<file path="src/verilog/ptq_pkg.sv">
// Constants, field layout and presets for the pad trigger qualifier.
// Assumes a 250 MHz system clock and 8-bit digitised trigger levels.
package ptq_pkg;
	// ==========================================================
	// Sizes
	localparam int PTQ_NUM_CH = 8;
	localparam int PTQ_SW = 8;
	localparam int PTQ_SNARE_CH = 1; // Trigger input 2
	// ==========================================================
	// Timing
	localparam int PTQ_CLK_NS = 4;
	localparam int PTQ_SCAN_STEP_US = 100; // 0.1 ms
	localparam int PTQ_MASK_STEP_MS = 4;
	localparam int PTQ_TICK_CYC = PTQ_SCAN_STEP_US * 1000 / PTQ_CLK_NS;
	localparam logic [9:0] PTQ_MASK_TICKS = 10'(PTQ_MASK_STEP_MS * 1000 / PTQ_SCAN_STEP_US);
	localparam logic [5:0] PTQ_SCAN_MAX = 6'h28; // 4.0 ms
	localparam logic [4:0] PTQ_MASK_MAX = 5'h10; // 64 ms
	localparam logic [3:0] PTQ_XT_MAX = 4'hD; // Level 13, 80 percent
	// ==========================================================
	// Register offsets (byte addresses)
	localparam logic [7:0] PTQ_CFG_BASE = 8'h00;
	localparam logic [7:0] PTQ_PROF_BASE = 8'h40;
	localparam logic [7:0] PTQ_STAT_OFS = 8'h80;
	// ==========================================================
	// Configuration word fields
	localparam int PTQ_THR_LSB = 0;
	localparam int PTQ_SENS_LSB = 4;
	localparam int PTQ_SCAN_LSB = 8;
	localparam int PTQ_MASK_LSB = 14;
	localparam int PTQ_RTG_LSB = 20;
	localparam int PTQ_XT_LSB = 24;
	localparam int PTQ_RIM_LSB = 28;
	localparam logic [31:0] PTQ_CFG_RST = 32'h0040_9470;
	localparam logic [31:0] PTQ_CFG_WMASK = 32'hFFFF_FFFF;
	// ==========================================================
	// Pad profiles
	localparam logic [3:0] PTQ_PROF_RST = 4'h1;
	localparam logic [3:0] PTQ_PROF_DUAL_A = 4'h3;
	localparam logic [3:0] PTQ_PROF_DUAL_B = 4'h4;
	localparam logic [3:0] PTQ_PROF_SLOW_A = 4'h9;
	localparam logic [3:0] PTQ_PROF_SLOW_B = 4'hA;
	localparam logic [3:0] PTQ_PROF_ACOUSTIC = 4'hB;
	// Channel states
	typedef enum logic [1:0] {
		PTQ_IDLE = 2'b00,
		PTQ_SCAN = 2'b01,
		PTQ_COMMIT = 2'b10,
		PTQ_MASK = 2'b11
	} ptq_state_t;
	// Preset configuration loaded when a profile is chosen
	function automatic logic [31:0] ptq_preset(input logic [3:0] prof);
		logic [31:0] c;
		c = PTQ_CFG_RST;
		case (prof)
			PTQ_PROF_DUAL_A: c = 32'h8040_9470;
			PTQ_PROF_DUAL_B: c = 32'h8040_9880;
			PTQ_PROF_SLOW_A: c = 32'h0040_A880;
			PTQ_PROF_SLOW_B: c = 32'h0060_A880;
			PTQ_PROF_ACOUSTIC: c = 32'h0080_C870;
			default: c = PTQ_CFG_RST;
		endcase
		return c;
	endfunction : ptq_preset
endpackage : ptq_pkg

</file>
<file path="src/verilog/ptq_pad_trigger_qualifier.sv">
// Per-input drum trigger qualification with a Wishbone register port.
// Assumes classic Wishbone on clk_i and asynchronous sample buses from converters.
`timescale 1ns/1ps
`default_nettype none
module ptq_pad_trigger_qualifier
	import ptq_pkg::*;
#(
	parameter int TICK_CYC = PTQ_TICK_CYC
) (
	input wire logic clk_i,
	input wire logic rst_i,
	input wire logic wb_cyc_i,
	input wire logic wb_stb_i,
	input wire logic wb_we_i,
	input wire logic [7:0] wb_adr_i,
	input wire logic [3:0] wb_sel_i,
	input wire logic [31:0] wb_dat_i,
	output logic [31:0] wb_dat_o,
	output logic wb_ack_o,
	input wire logic [PTQ_NUM_CH*PTQ_SW-1:0] head_smp_i,
	input wire logic [PTQ_SW-1:0] rim_smp_i,
	output logic note_vld_o,
	output logic [2:0] note_ch_o,
	output logic [7:0] note_vel_o,
	output logic note_rim_o
);
	// ==========================================================
	// Input synchronisers
	logic [PTQ_NUM_CH*PTQ_SW-1:0] smp_s1_reg;
	logic [PTQ_NUM_CH*PTQ_SW-1:0] smp_s2_reg;
	logic [PTQ_SW-1:0] rim_s1_reg;
	logic [PTQ_SW-1:0] rim_s2_reg;
	// Sample buses arrive from converters on their own clock
	// Two stages before any logic looks at a sample
	always_ff @(posedge clk_i) begin
		if (rst_i) begin
			smp_s1_reg <= '0;
			smp_s2_reg <= '0;
			rim_s1_reg <= '0;
			rim_s2_reg <= '0;
		end else begin
			smp_s1_reg <= head_smp_i;
			smp_s2_reg <= smp_s1_reg;
			rim_s1_reg <= rim_smp_i;
			rim_s2_reg <= rim_s1_reg;
		end
	end
	// ==========================================================
	// 0.1 ms tick divider
	logic [15:0] tick_cnt_reg;
	logic tick_reg;
	// Every window counts these one-cycle ticks, never raw clocks
	// TICK_CYC may be shortened in simulation to keep runs brief
	always_ff @(posedge clk_i) begin
		if (rst_i) begin
			tick_cnt_reg <= '0;
			tick_reg <= 1'b0;
		end else if (tick_cnt_reg == 16'(TICK_CYC - 1)) begin
			tick_cnt_reg <= '0;
			tick_reg <= 1'b1;
		end else begin
			tick_cnt_reg <= tick_cnt_reg + 16'h0001;
			tick_reg <= 1'b0;
		end
	end
	// ==========================================================
	// Register file
	logic [31:0] cfg_reg [PTQ_NUM_CH];
	logic [3:0] prof_reg [PTQ_NUM_CH];
	logic ack_reg;
	logic wb_req;
	logic [2:0] wb_ch;
	logic [31:0] wr_word;
	logic rim_ok_new;
	logic rim_avail;
	logic [PTQ_NUM_CH-1:0] busy_vec;
	// A held request is taken once; the cycle after ack it may be taken again
	assign wb_req = wb_cyc_i && wb_stb_i && !ack_reg;
	assign wb_ch = wb_adr_i[4:2];
	assign rim_avail = (prof_reg[PTQ_SNARE_CH] == PTQ_PROF_DUAL_A) || (prof_reg[PTQ_SNARE_CH] == PTQ_PROF_DUAL_B);
	assign rim_ok_new = (wb_ch == 3'(PTQ_SNARE_CH)) &&
		((wb_dat_i[3:0] == PTQ_PROF_DUAL_A) || (wb_dat_i[3:0] == PTQ_PROF_DUAL_B));
	// Byte-lane merge of a configuration write
	always_comb begin
		wr_word = cfg_reg[wb_ch];
		for (int b = 0; b < 4; b++) begin
			if (wb_sel_i[b]) begin
				wr_word[b*8 +: 8] = wb_dat_i[b*8 +: 8];
			end
		end
		if (!((wb_ch == 3'(PTQ_SNARE_CH)) && rim_avail)) begin
			wr_word[PTQ_RIM_LSB +: 4] = 4'h0;
		end
		// Out-of-range fields are clamped, not refused, so a read shows what is used
		if (wr_word[PTQ_SCAN_LSB +: 6] > PTQ_SCAN_MAX) begin
			wr_word[PTQ_SCAN_LSB +: 6] = PTQ_SCAN_MAX;
		end
		if (wr_word[PTQ_MASK_LSB +: 5] > PTQ_MASK_MAX) begin
			wr_word[PTQ_MASK_LSB +: 5] = PTQ_MASK_MAX;
		end
		if (wr_word[PTQ_XT_LSB +: 4] > PTQ_XT_MAX) begin
			wr_word[PTQ_XT_LSB +: 4] = PTQ_XT_MAX;
		end
	end
	// Configuration and profile storage; a profile write loads presets
	always_ff @(posedge clk_i) begin
		if (rst_i) begin
			for (int c = 0; c < PTQ_NUM_CH; c++) begin
				cfg_reg[c] <= PTQ_CFG_RST;
				prof_reg[c] <= PTQ_PROF_RST;
			end
		end else if (wb_req && wb_we_i) begin
			if (wb_adr_i[7:5] == PTQ_CFG_BASE[7:5]) begin
				cfg_reg[wb_ch] <= wr_word & PTQ_CFG_WMASK;
			end else if (wb_adr_i[7:5] == PTQ_PROF_BASE[7:5] && wb_sel_i[0]) begin
				// Presets replace every field; the rim field survives only where available
				prof_reg[wb_ch] <= wb_dat_i[3:0];
				cfg_reg[wb_ch] <= ptq_preset(wb_dat_i[3:0]) &
					{rim_ok_new ? 4'hF : 4'h0, 28'hFFF_FFFF};
			end
		end
	end
	// Single-wait-state acknowledge and read data
	// Read data is zero outside the ack cycle so a stale word never leaks
	always_ff @(posedge clk_i) begin
		if (rst_i) begin
			ack_reg <= 1'b0;
			wb_dat_o <= '0;
		end else begin
			ack_reg <= wb_req;
			if (wb_req && !wb_we_i) begin
				if (wb_adr_i[7:5] == PTQ_CFG_BASE[7:5]) begin
					wb_dat_o <= cfg_reg[wb_ch];
				end else if (wb_adr_i[7:5] == PTQ_PROF_BASE[7:5]) begin
					wb_dat_o <= {28'h000_0000, prof_reg[wb_ch]};
				end else if (wb_adr_i == PTQ_STAT_OFS) begin
					wb_dat_o <= {23'h00_0000, rim_avail, busy_vec};
				end else begin
					wb_dat_o <= '0;
				end
			end else begin
				wb_dat_o <= '0;
			end
		end
	end
	assign wb_ack_o = ack_reg;
	// ==========================================================
	// Shared crosstalk memory and arbitration
	logic [PTQ_NUM_CH-1:0] commit_vec;
	logic [PTQ_NUM_CH-1:0] grant_vec;
	logic [PTQ_NUM_CH*8-1:0] act_peak_flat;
	logic [PTQ_NUM_CH*8-1:0] peak_flat;
	logic [PTQ_NUM_CH*8-1:0] vel_flat;
	logic [PTQ_NUM_CH-1:0] rim_vec;
	logic [7:0] xt_peak_reg;
	logic [2:0] xt_src_reg;
	logic [2:0] g_idx;
	logic [7:0] g_peak;
	// Lowest committing index wins; the others wait in COMMIT until no lower index is committing
	assign grant_vec = commit_vec & (~commit_vec + PTQ_NUM_CH'(1));
	// Index and peak of the granted channel
	always_comb begin
		g_idx = 3'h0;
		g_peak = 8'h00;
		for (int c = 0; c < PTQ_NUM_CH; c++) begin
			if (grant_vec[c]) begin
				g_idx = 3'(c);
				g_peak = peak_flat[c*8 +: 8];
			end
		end
	end
	// Strongest recent hit, decaying one step per tick
	// A softer hit does not displace a louder one still ringing out
	always_ff @(posedge clk_i) begin
		if (rst_i) begin
			xt_peak_reg <= 8'h00;
			xt_src_reg <= 3'h0;
		end else if (|grant_vec && g_peak >= xt_peak_reg) begin
			xt_peak_reg <= g_peak;
			xt_src_reg <= g_idx;
		end else if (tick_reg && xt_peak_reg != 8'h00) begin
			xt_peak_reg <= xt_peak_reg - 8'h01;
		end
	end
	// Note event output, one channel per cycle
	// Fields hold between notes; only the valid bit pulses
	always_ff @(posedge clk_i) begin
		if (rst_i) begin
			note_vld_o <= 1'b0;
			note_ch_o <= 3'h0;
			note_vel_o <= 8'h00;
			note_rim_o <= 1'b0;
		end else begin
			note_vld_o <= |grant_vec;
			if (|grant_vec) begin
				note_ch_o <= g_idx;
				note_vel_o <= vel_flat[g_idx*8 +: 8];
				note_rim_o <= rim_vec[g_idx];
			end
		end
	end
	// ==========================================================
	// Per-channel qualifiers
	// One copy per input; only input 2 ever sees rim samples
	genvar g;
	generate
		for (g = 0; g < PTQ_NUM_CH; g++) begin : g_ch
			ptq_state_t st_reg;
			logic [7:0] peak_reg;
			logic [7:0] rpeak_reg;
			logic [7:0] env_reg;
			logic [5:0] scan_cnt_reg;
			logic [9:0] mask_cnt_reg;
			logic [7:0] h_lvl;
			logic [7:0] r_lvl;
			logic [7:0] lvl;
			logic [7:0] other;
			logic [4:0] env_step;
			logic [12:0] own_x;
			logic [12:0] oth_x;
			logic [12:0] vel_x;
			logic dual;
			logic start;
			logic drop;
			// Only second-stage synchroniser outputs reach the qualifier
			assign dual = (g == PTQ_SNARE_CH) && rim_avail;
			assign h_lvl = smp_s2_reg[g*8 +: 8];
			assign r_lvl = dual ? rim_s2_reg : 8'h00;
			// Either zone triggers with the same parameters
			assign lvl = (r_lvl > h_lvl) ? r_lvl : h_lvl;
			assign start = (lvl > {cfg_reg[g][PTQ_THR_LSB +: 4], 4'h0}) &&
				(lvl > env_reg);
			// Higher rejection strength gives a slower envelope decay, so fast rolls may drop
			assign env_step = 5'h10 - {1'b0, cfg_reg[g][PTQ_RTG_LSB +: 4]};
			// Loudest competing hit from other inputs
			always_comb begin
				other = (xt_src_reg != 3'(g)) ? xt_peak_reg : 8'h00;
				for (int j = 0; j < PTQ_NUM_CH; j++) begin
					if (j != g && act_peak_flat[j*8 +: 8] > other) begin
						other = act_peak_flat[j*8 +: 8];
					end
				end
			end
			// Own*20 against other*(level+3), i.e. other*(level+3)*5 percent
			assign own_x = {peak_reg, 4'h0} + {2'b00, peak_reg, 2'b00};
			assign oth_x = other * (5'(cfg_reg[g][PTQ_XT_LSB +: 4]) + 5'h03);
			// Level zero means OFF: the crosstalk test is skipped entirely
			assign drop = (cfg_reg[g][PTQ_XT_LSB +: 4] != 4'h0) && (own_x < oth_x);
			// Velocity saturates at full scale instead of wrapping
			assign vel_x = peak_reg * (5'(cfg_reg[g][PTQ_SENS_LSB +: 4]) + 5'h01);
			assign vel_flat[g*8 +: 8] = (vel_x[12] ? 8'hFF : vel_x[11:4]);
			// Rim wins when its peak scaled by sensitivity reaches eight times the louder zone's peak
			// Equal weighting at sensitivity 8; higher settings favour the rim
			assign rim_vec[g] = dual && (cfg_reg[g][PTQ_RIM_LSB +: 4] != 4'h0) &&
				((rpeak_reg * cfg_reg[g][PTQ_RIM_LSB +: 4]) >= {1'b0, peak_reg, 3'h0});
			// Arbitration and status views of the sequencer
			assign commit_vec[g] = (st_reg == PTQ_COMMIT);
			assign busy_vec[g] = (st_reg != PTQ_IDLE);
			assign peak_flat[g*8 +: 8] = peak_reg;
			// Only hits still being measured or waiting in COMMIT count as live crosstalk sources
			assign act_peak_flat[g*8 +: 8] = (st_reg == PTQ_SCAN || st_reg == PTQ_COMMIT) ? peak_reg : 8'h00;
			// Channel sequencer: detect, scan, commit, hold off
			always_ff @(posedge clk_i) begin
				if (rst_i) begin
					st_reg <= PTQ_IDLE;
					peak_reg <= 8'h00;
					rpeak_reg <= 8'h00;
					scan_cnt_reg <= 6'h00;
					mask_cnt_reg <= 10'h000;
				end else begin
					case (st_reg)
						// Threshold and envelope both gate a new hit
						PTQ_IDLE: begin
							if (start) begin
								st_reg <= PTQ_SCAN;
								peak_reg <= lvl;
								rpeak_reg <= r_lvl;
								scan_cnt_reg <= cfg_reg[g][PTQ_SCAN_LSB +: 6];
							end
						end
						PTQ_SCAN: begin
							if (lvl > peak_reg) begin
								peak_reg <= lvl;
							end
							if (r_lvl > rpeak_reg) begin
								rpeak_reg <= r_lvl;
							end
							// Drop decision uses the peak held so far, not this cycle's sample
							if (scan_cnt_reg == 6'h00) begin
								st_reg <= drop ? PTQ_IDLE : PTQ_COMMIT;
							end else if (tick_reg) begin
								scan_cnt_reg <= scan_cnt_reg - 6'h01;
							end
						end
						// Hold-off starts only when the note is actually emitted
						PTQ_COMMIT: begin
							if (grant_vec[g]) begin
								st_reg <= PTQ_MASK;
								mask_cnt_reg <= 10'(cfg_reg[g][PTQ_MASK_LSB +: 5] * PTQ_MASK_TICKS);
							end
						end
						// Triggers arriving now are ignored; the level is not even compared
						PTQ_MASK: begin
							if (mask_cnt_reg == 10'h000) begin
								st_reg <= PTQ_IDLE;
							end else if (tick_reg) begin
								mask_cnt_reg <= mask_cnt_reg - 10'h001;
							end
						end
						default: st_reg <= PTQ_IDLE;
					endcase
				end
			end
			// Decaying envelope of the last accepted hit
			// Restarting from the emitted peak refuses rebounds below it
			always_ff @(posedge clk_i) begin
				if (rst_i) begin
					env_reg <= 8'h00;
				end else if (st_reg == PTQ_COMMIT && grant_vec[g]) begin
					env_reg <= peak_reg;
				end else if (tick_reg) begin
					env_reg <= ({3'h0, env_reg} > 11'(env_step)) ? env_reg - 8'(env_step) : 8'h00;
				end
			end
		end
	endgenerate
endmodule : ptq_pad_trigger_qualifier
`default_nettype wire

</file>
<file path="config.mk">
export PLATFORM = sky130hd
export DESIGN_NAME = ptq_pad_trigger_qualifier
export DESIGN_NICKNAME = d
export VERILOG_FILES = /design/src/verilog/ptq_pkg.sv /design/src/verilog/ptq_pad_trigger_qualifier.sv
export SDC_FILE = /design/constraint.sdc
export NUM_CORES = 2
export LEC_CHECK = 0
export ABC_AREA = 0
export BUFFER_PORTS_ARGS = -buffer_cell sky130_fd_sc_hd__buf_2
export CAP_MARGIN = 20
export CORE_UTILIZATION = 55
export CTS_BUF_LIST = sky130_fd_sc_hd__clkbuf_4 sky130_fd_sc_hd__clkbuf_8
export CTS_CLUSTER_DIAMETER = 120
export DETAILED_ROUTE_END_ITERATION = 6
export GPL_ROUTABILITY_DRIVEN = 0
export PLACE_DENSITY = 0.71
export SYNTH_ARGS = -nofsm -noshare
export SYNTH_HDL_FRONTEND = slang
export SYNTH_SLANG_ARGS = --single-unit
export TNS_END_PERCENT = 100
</file>
<file path="constraint.sdc">
create_clock -name clk_i -period 53 [get_ports clk_i]
set_clock_uncertainty 0.1 [all_clocks]
set_input_delay 2.65 -clock clk_i [delete_from_list [all_inputs] [get_ports clk_i]]
set_output_delay 2.65 -clock clk_i [all_outputs]
set_load 0.005 [all_outputs]
</file>
# [Word-level counts from Yosys, hierarchy flattened]
# Memories as Yosys holds them, arrays and structs flattened.
# Cells that the tools add are included.
# W data, S select, Z words.
[totals] reg_bits=498 mem_count=2 out_inout_bits=46 ramBits=288 word_cells=834
[mem_list] memory="cfg_reg" depth=8 word_bits=32 read_ports=9 rd_clocked_by_memory_dff=0 write_ports=8 line_no="ptq_pad_trigger_qualifier.sv:68" source="logic [31:0] cfg_reg [PTQ_NUM_CH];"
[mem_list] memory="prof_reg" depth=8 word_bits=4 read_ports=2 rd_clocked_by_memory_dff=0 write_ports=8 line_no="ptq_pad_trigger_qualifier.sv:69" source="logic [3:0] prof_reg [PTQ_NUM_CH];"
[op_classes] n_shift=1 muxes=307 multipliers=25 n_eq_ne=115 n_reduce_logical=154 bitwise=5 add_sub_neg=59 order_cmp=111
[op_table] operator="$mux W8" n=145
[op_table] operator="$gt A8 B8 Y1" n=82
[op_table] operator="$mux W32" n=8
[op_table] operator="$mux W10" n=24
[op_table] operator="$mul A8 B5 Y13" n=16
[op_table] operator="$pmux W10 S2" n=8
[op_table] operator="$pmux W32 S5" n=1
[op_table] operator="$mux W6" n=25
[op_table] operator="$pmux W8 S2" n=9
[op_table] operator="$add A12 B10 Y13" n=8
[op_table] operator="$lt A13 B13 Y1" n=8
[op_table] operator="$ne A2 B2 Y1 const B" n=48
[op_table] operator="$pmux W6 S2" n=8
[op_table] operator="$reduce_and A4 Y1" n=24
[op_table] operator="$mux W2" n=42
[op_table] operator="$logic_not A10 Y1" n=8
[op_table] operator="$sub A10 B1 Y10 const B" n=8
[op_table] operator="$reduce_bool A2 Y1" n=33
[op_table] operator="$gt A8 B5 Y1" n=8
[op_table] operator="$pmux W2 S4" n=8
[op_table] operator="$shiftx A64 B7 Y8" n=1
[op_table] operator="$sub A8 B5 Y8" n=8
[op_table] operator="$gt A1 B8 Y1 const A" n=7
[op_table] operator="$mul A5 B3 Y7 const B" n=8
[op_table] operator="52 further kinds" n=232

# [Depth between registers and ports, before layout]
[depth] ltp_word=23 ltp_mapped=108 depth_no_buf=102

# [Worst setup path after synthesis]
# No wires, ideal clock.
[synth_path] path_kind="register to register" startpoint="reg g_ch[0].st_reg[0]" endpoint="reg with a tool-made name" slack_ns=34.879 stages_incl_launch_ff=96 period_less_slack_ns=18.121 n_path_buf=7 required_time_ns=52.830 arrival_time_ns=17.951 cell_sequence="dfxtp_1 inv_1 ha_1 clkbuf_1 nand2_1 ha_1 nand2b_1 a32oi_1 o21ai_0 a21oi_1 o21a_1 clkbuf_1 a21oi_1 ha_1 and3_1 nand3_1 nor3_1 mux2i_1 [... 60 more ...] nor2_1 nor2_1 o21bai_1 a21oi_1 o21bai_1 a21oi_1 o21bai_1 a21oi_1 xor2_1 ha_1 nand4_1 nor2_1 o21ai_0 a31oi_1 mux2i_1 nor2_1 nor3_1 a21oi_1"
[synth_rtl] item="from (decl)" line_no="ptq_pad_trigger_qualifier.sv:208" source="ptq_state_t st_reg;"
[synth_rtl] item="from (signal assigned)" line_no="ptq_pad_trigger_qualifier.sv:290" source="st_reg <= drop ? PTQ_IDLE : PTQ_COMMIT;"

==> results.json <==
{
  "run_status": "finished with violations",
  "grt_start_max_net_pins": 204,
  "cts.sink_count": 786,
  "port_buffers": 166,
  "timing_worst_setup_path_type": "flip-flop to flip-flop",
  "antenna_left": 0,
  "htreeDepth": 4,
  "antenna_found_initial": 9,
  "critPathSlowestCell": "sky130_fd_sc_hd__a21oi_1",
  "timing_hold_violations_final": 0,
  "dominantRegCellSynth": "sky130_fd_sc_hd__dfxtp_1",
  "clk_latency_ns": 0.86,
  "dpl.hpwl_um": 215000,
  "worst_path_dominant_cell_family": "compound AO/OA/AOI/OAI gates",
  "critPathMostFrequentCell": "sky130_fd_sc_hd__a21oi_1",
  "synth_cell_types": 131,
  "stdcell_area_um2": 88500,
  "route.final.wire_length_um": 278000,
  "synth_top_area_cell": "sky130_fd_sc_hd__ha_1",
  "global_route_usage_sum": 0.359,
  "critical_path.endpoint_type": "flip-flop",
  "share_of_flip_flops_with_an_asynchronous_set_or_reset_after_synthesis": 0,
  "final-max-slew-violation-count": 0,
  "synth_seq_cells": 786,
  "critPathBufInv": 3,
  "timing.reg2reg.worst_path_depth": 87,
  "cp.depth": 87,
  "starting_density_of_the_core": 0.556,
  "fraction_of_final_layout_cells_sized_beyond_drive_strength_1": 0.0985,
  "design.final.nets": 11400,
  "layout-area-overhead-vs-synth_pct": 7.17,
  "std_cell_rows": 141,
  "final_critical_path_setup_slack_ns": 31.78,
  "syn-instance-count": 9636,
  "iteration_count_of_the_initial_detailed_routing_pass": 7,
  "max-slew-margin-rel": 0.164,
  "ctsResizeCount": 0,
  "synthesis.area_per_instance_um2": 8.57,
  "clkSlewWorstSetupHoldPaths_ns": 0.06,
  "violations": "DRC",
  "max_ffs_per_register": 256,
  "setup_viol_count_final": 0,
  "sequential_cell_area_um2": 18600,
  "top_level_ports": 167,
  "starting_drc_count_in_detailed_routing": 8061,
  "cts_buffer_count": 132,
  "grt_setup_unrepaired": "no",
  "timing.fmax_mhz": 47.1,
  "timing.setup.tns_ns": 0,
  "global_route_wire_length_before_repair_um": 420000,
  "required_ns": 53.69,
  "filler_cell_count": 13000,
  "cts_tree": "yes",
  "setup.reg_to_reg.worst_slack_ns": 31.78,
  "die_h_um": 389,
  "post-synth-top-area-fraction": 0.185,
  "holdBufCountCts": 0,
  "placed_cell_areas_um2": 85600,
  "core_area_um2": 148000,
  "synth_warnings": 0,
  "route.vias.total": 74900,
  "clock-root-buffer": "sky130_fd_sc_hd__clkbuf_8",
  "dp_slack_ns": 32.21,
  "route.detailed.vias_per_inst": 6.32,
  "worst_hold_path_class": "flip-flop to flip-flop",
  "post_synth_main_area_contributors": "sky130_fd_sc_hd__ha_1 (19%), sky130_fd_sc_hd__dfxtp_1 (12%), sky130_fd_sc_hd__edfxtp_1 (10%)",
  "synth_sequential_area_ratio": 0.226,
  "crit_path_start_kind": "flip-flop",
  "grt_pass1_vias": 73200,
  "multi_input_area_um2": 59400,
  "period_needed_ns": 21.22,
  "dieArea_um2": 152000,
  "drc": 13,
  "crit_path_max_fanout": 15,
  "worst_slew_pin_slew_ns": 1.25,
  "overflow": 0,
  "total_standard_cell_area_after_synthesis_um2": 82500,
  "synth-edff-count": 288,
  "worst-endpoint-arrival_ns": 21.91,
  "max_stage_delay_ns": 0.68,
  "hold_depth": 1,
  "route.detailed.wl_per_inst_um": 23.4,
  "post_cts_buffers": 0,
  "final_min_period_over_clock_period": 0.400,
  "fp.dieW_um": 389,
  "cts_buffer_depth": 3,
  "cap_viol_max_count": 0
}
## kinds of logic after synthesis
kind of cell,share of synthesized area
mux,0.0643
xor+xnor,0.0318
simple gates,0.192
fa+ha+maj,0.263
other cells,0.0000454
flops,0.226
compound gates,0.166
buf+inv,0.0566
## routing by layer
layer,GRT usage,routed length [um],part of all wire,vias to the layer above
met1,0.449,106000,0.38,35500
met3,0.0865,31900,0.11,994
met4,0.237,20000,0.072,2
met5,0,7,0.000025,-
li1,-,-,-,34200
met2,0.549,120000,0.43,4163
## area by class of cell
| class | instances | area share |
|---|---|---|
| Antenna cell | 15 | 0.000424 |
| Clock buffer | 192 | 0.0273 |
| Clock inverter | 53 | 0.00429 |
| Inverter | 844 | 0.0358 |
| Multi-Input combinational cell | 7653 | 0.671 |
| Sequential cell | 786 | 0.210 |
| Tap cell | 2002 | 0.0283 |
| Timing Repair Buffer | 308 | 0.0219 |
## placed cells by master, fill, tap and decap left out, drive strengths merged, types with 161 or more instances in the layout
cell type,n
ha,1221
nor2,1055
inv,849
nand2,794
a21oi,610
dfxtp,498
o21ai,408
fa,316
buf,308
nor2b,295
edfxtp,288
nor3,217
mux2,210
clkbuf,192
xnor2,183
nand2b,180
nand3,169
and2,164
a21o,161
## through the flow
stage	std cells	utilization	hold WS [ns]
after global placement	11600	0.577	0.322
after global routing	11800	0.596	0.349
final	11900	0.596	0.324
after floorplan	9663	-	0.314
after CTS	11800	0.596	0.333
after detailed placement	11600	0.577	0.323
## final timing paths
check	start	endpoint
max	g_ch[0].st_reg[0]$_SDFFE_PP0P_	flip-flop
max reg2reg	g_ch[0].st_reg[0]$_SDFFE_PP0P_	flip-flop
min	rim_s1_reg[3]$_SDFF_PP0_	rim_s2_reg[3]$_SDFF_PP0_
min reg2reg	rim_s1_reg[3]$_SDFF_PP0_	rim_s2_reg[3]$_SDFF_PP0_
## cell usage after synthesis (19+ instances only)
master                     number
sky130_fd_sc_hd__ha_1        1221
sky130_fd_sc_hd__nor3b_1       22
sky130_fd_sc_hd__or3_1         33
sky130_fd_sc_hd__o21bai_1      76
sky130_fd_sc_hd__nand4_1       81
sky130_fd_sc_hd__nor2b_1      295
sky130_fd_sc_hd__o211ai_1      36
sky130_fd_sc_hd__a221oi_1      35
sky130_fd_sc_hd__o22ai_1       65
sky130_fd_sc_hd__mux2_2       197
sky130_fd_sc_hd__and4_1        30
sky130_fd_sc_hd__dfxtp_1      498
sky130_fd_sc_hd__edfxtp_1     288
sky130_fd_sc_hd__mux4_2        72
sky130_fd_sc_hd__o21a_1       138
sky130_fd_sc_hd__xnor2_1      183
sky130_fd_sc_hd__a31oi_1       76
sky130_fd_sc_hd__nor4_1        31
sky130_fd_sc_hd__fa_1         316
sky130_fd_sc_hd__xor2_1       117
sky130_fd_sc_hd__or4_1         19
sky130_fd_sc_hd__o31ai_1       42
sky130_fd_sc_hd__inv_1        842
sky130_fd_sc_hd__or2_2         44
sky130_fd_sc_hd__nand3b_1      30
sky130_fd_sc_hd__o21ai_1       34
sky130_fd_sc_hd__and2_1       160
sky130_fd_sc_hd__buf_1         28
sky130_fd_sc_hd__o21ai_0      367
sky130_fd_sc_hd__nor3_1       214
sky130_fd_sc_hd__a21o_1       161
sky130_fd_sc_hd__a21oi_1      599
sky130_fd_sc_hd__nand3_1      169
sky130_fd_sc_hd__nand2_1      793
sky130_fd_sc_hd__nand2b_1     180
sky130_fd_sc_hd__a22oi_1       39
sky130_fd_sc_hd__a211oi_1     109
sky130_fd_sc_hd__a222oi_1      36
sky130_fd_sc_hd__mux2i_1      125
sky130_fd_sc_hd__clkbuf_1     323
sky130_fd_sc_hd__nor2_1      1053
sky130_fd_sc_hd__o221ai_1      26
sky130_fd_sc_hd__and3_1        69
sky130_fd_sc_hd__buf_2         22
Power is not shown: default switching activity piles up to over one toggle a cycle in this logic, so the estimate is an artifact.
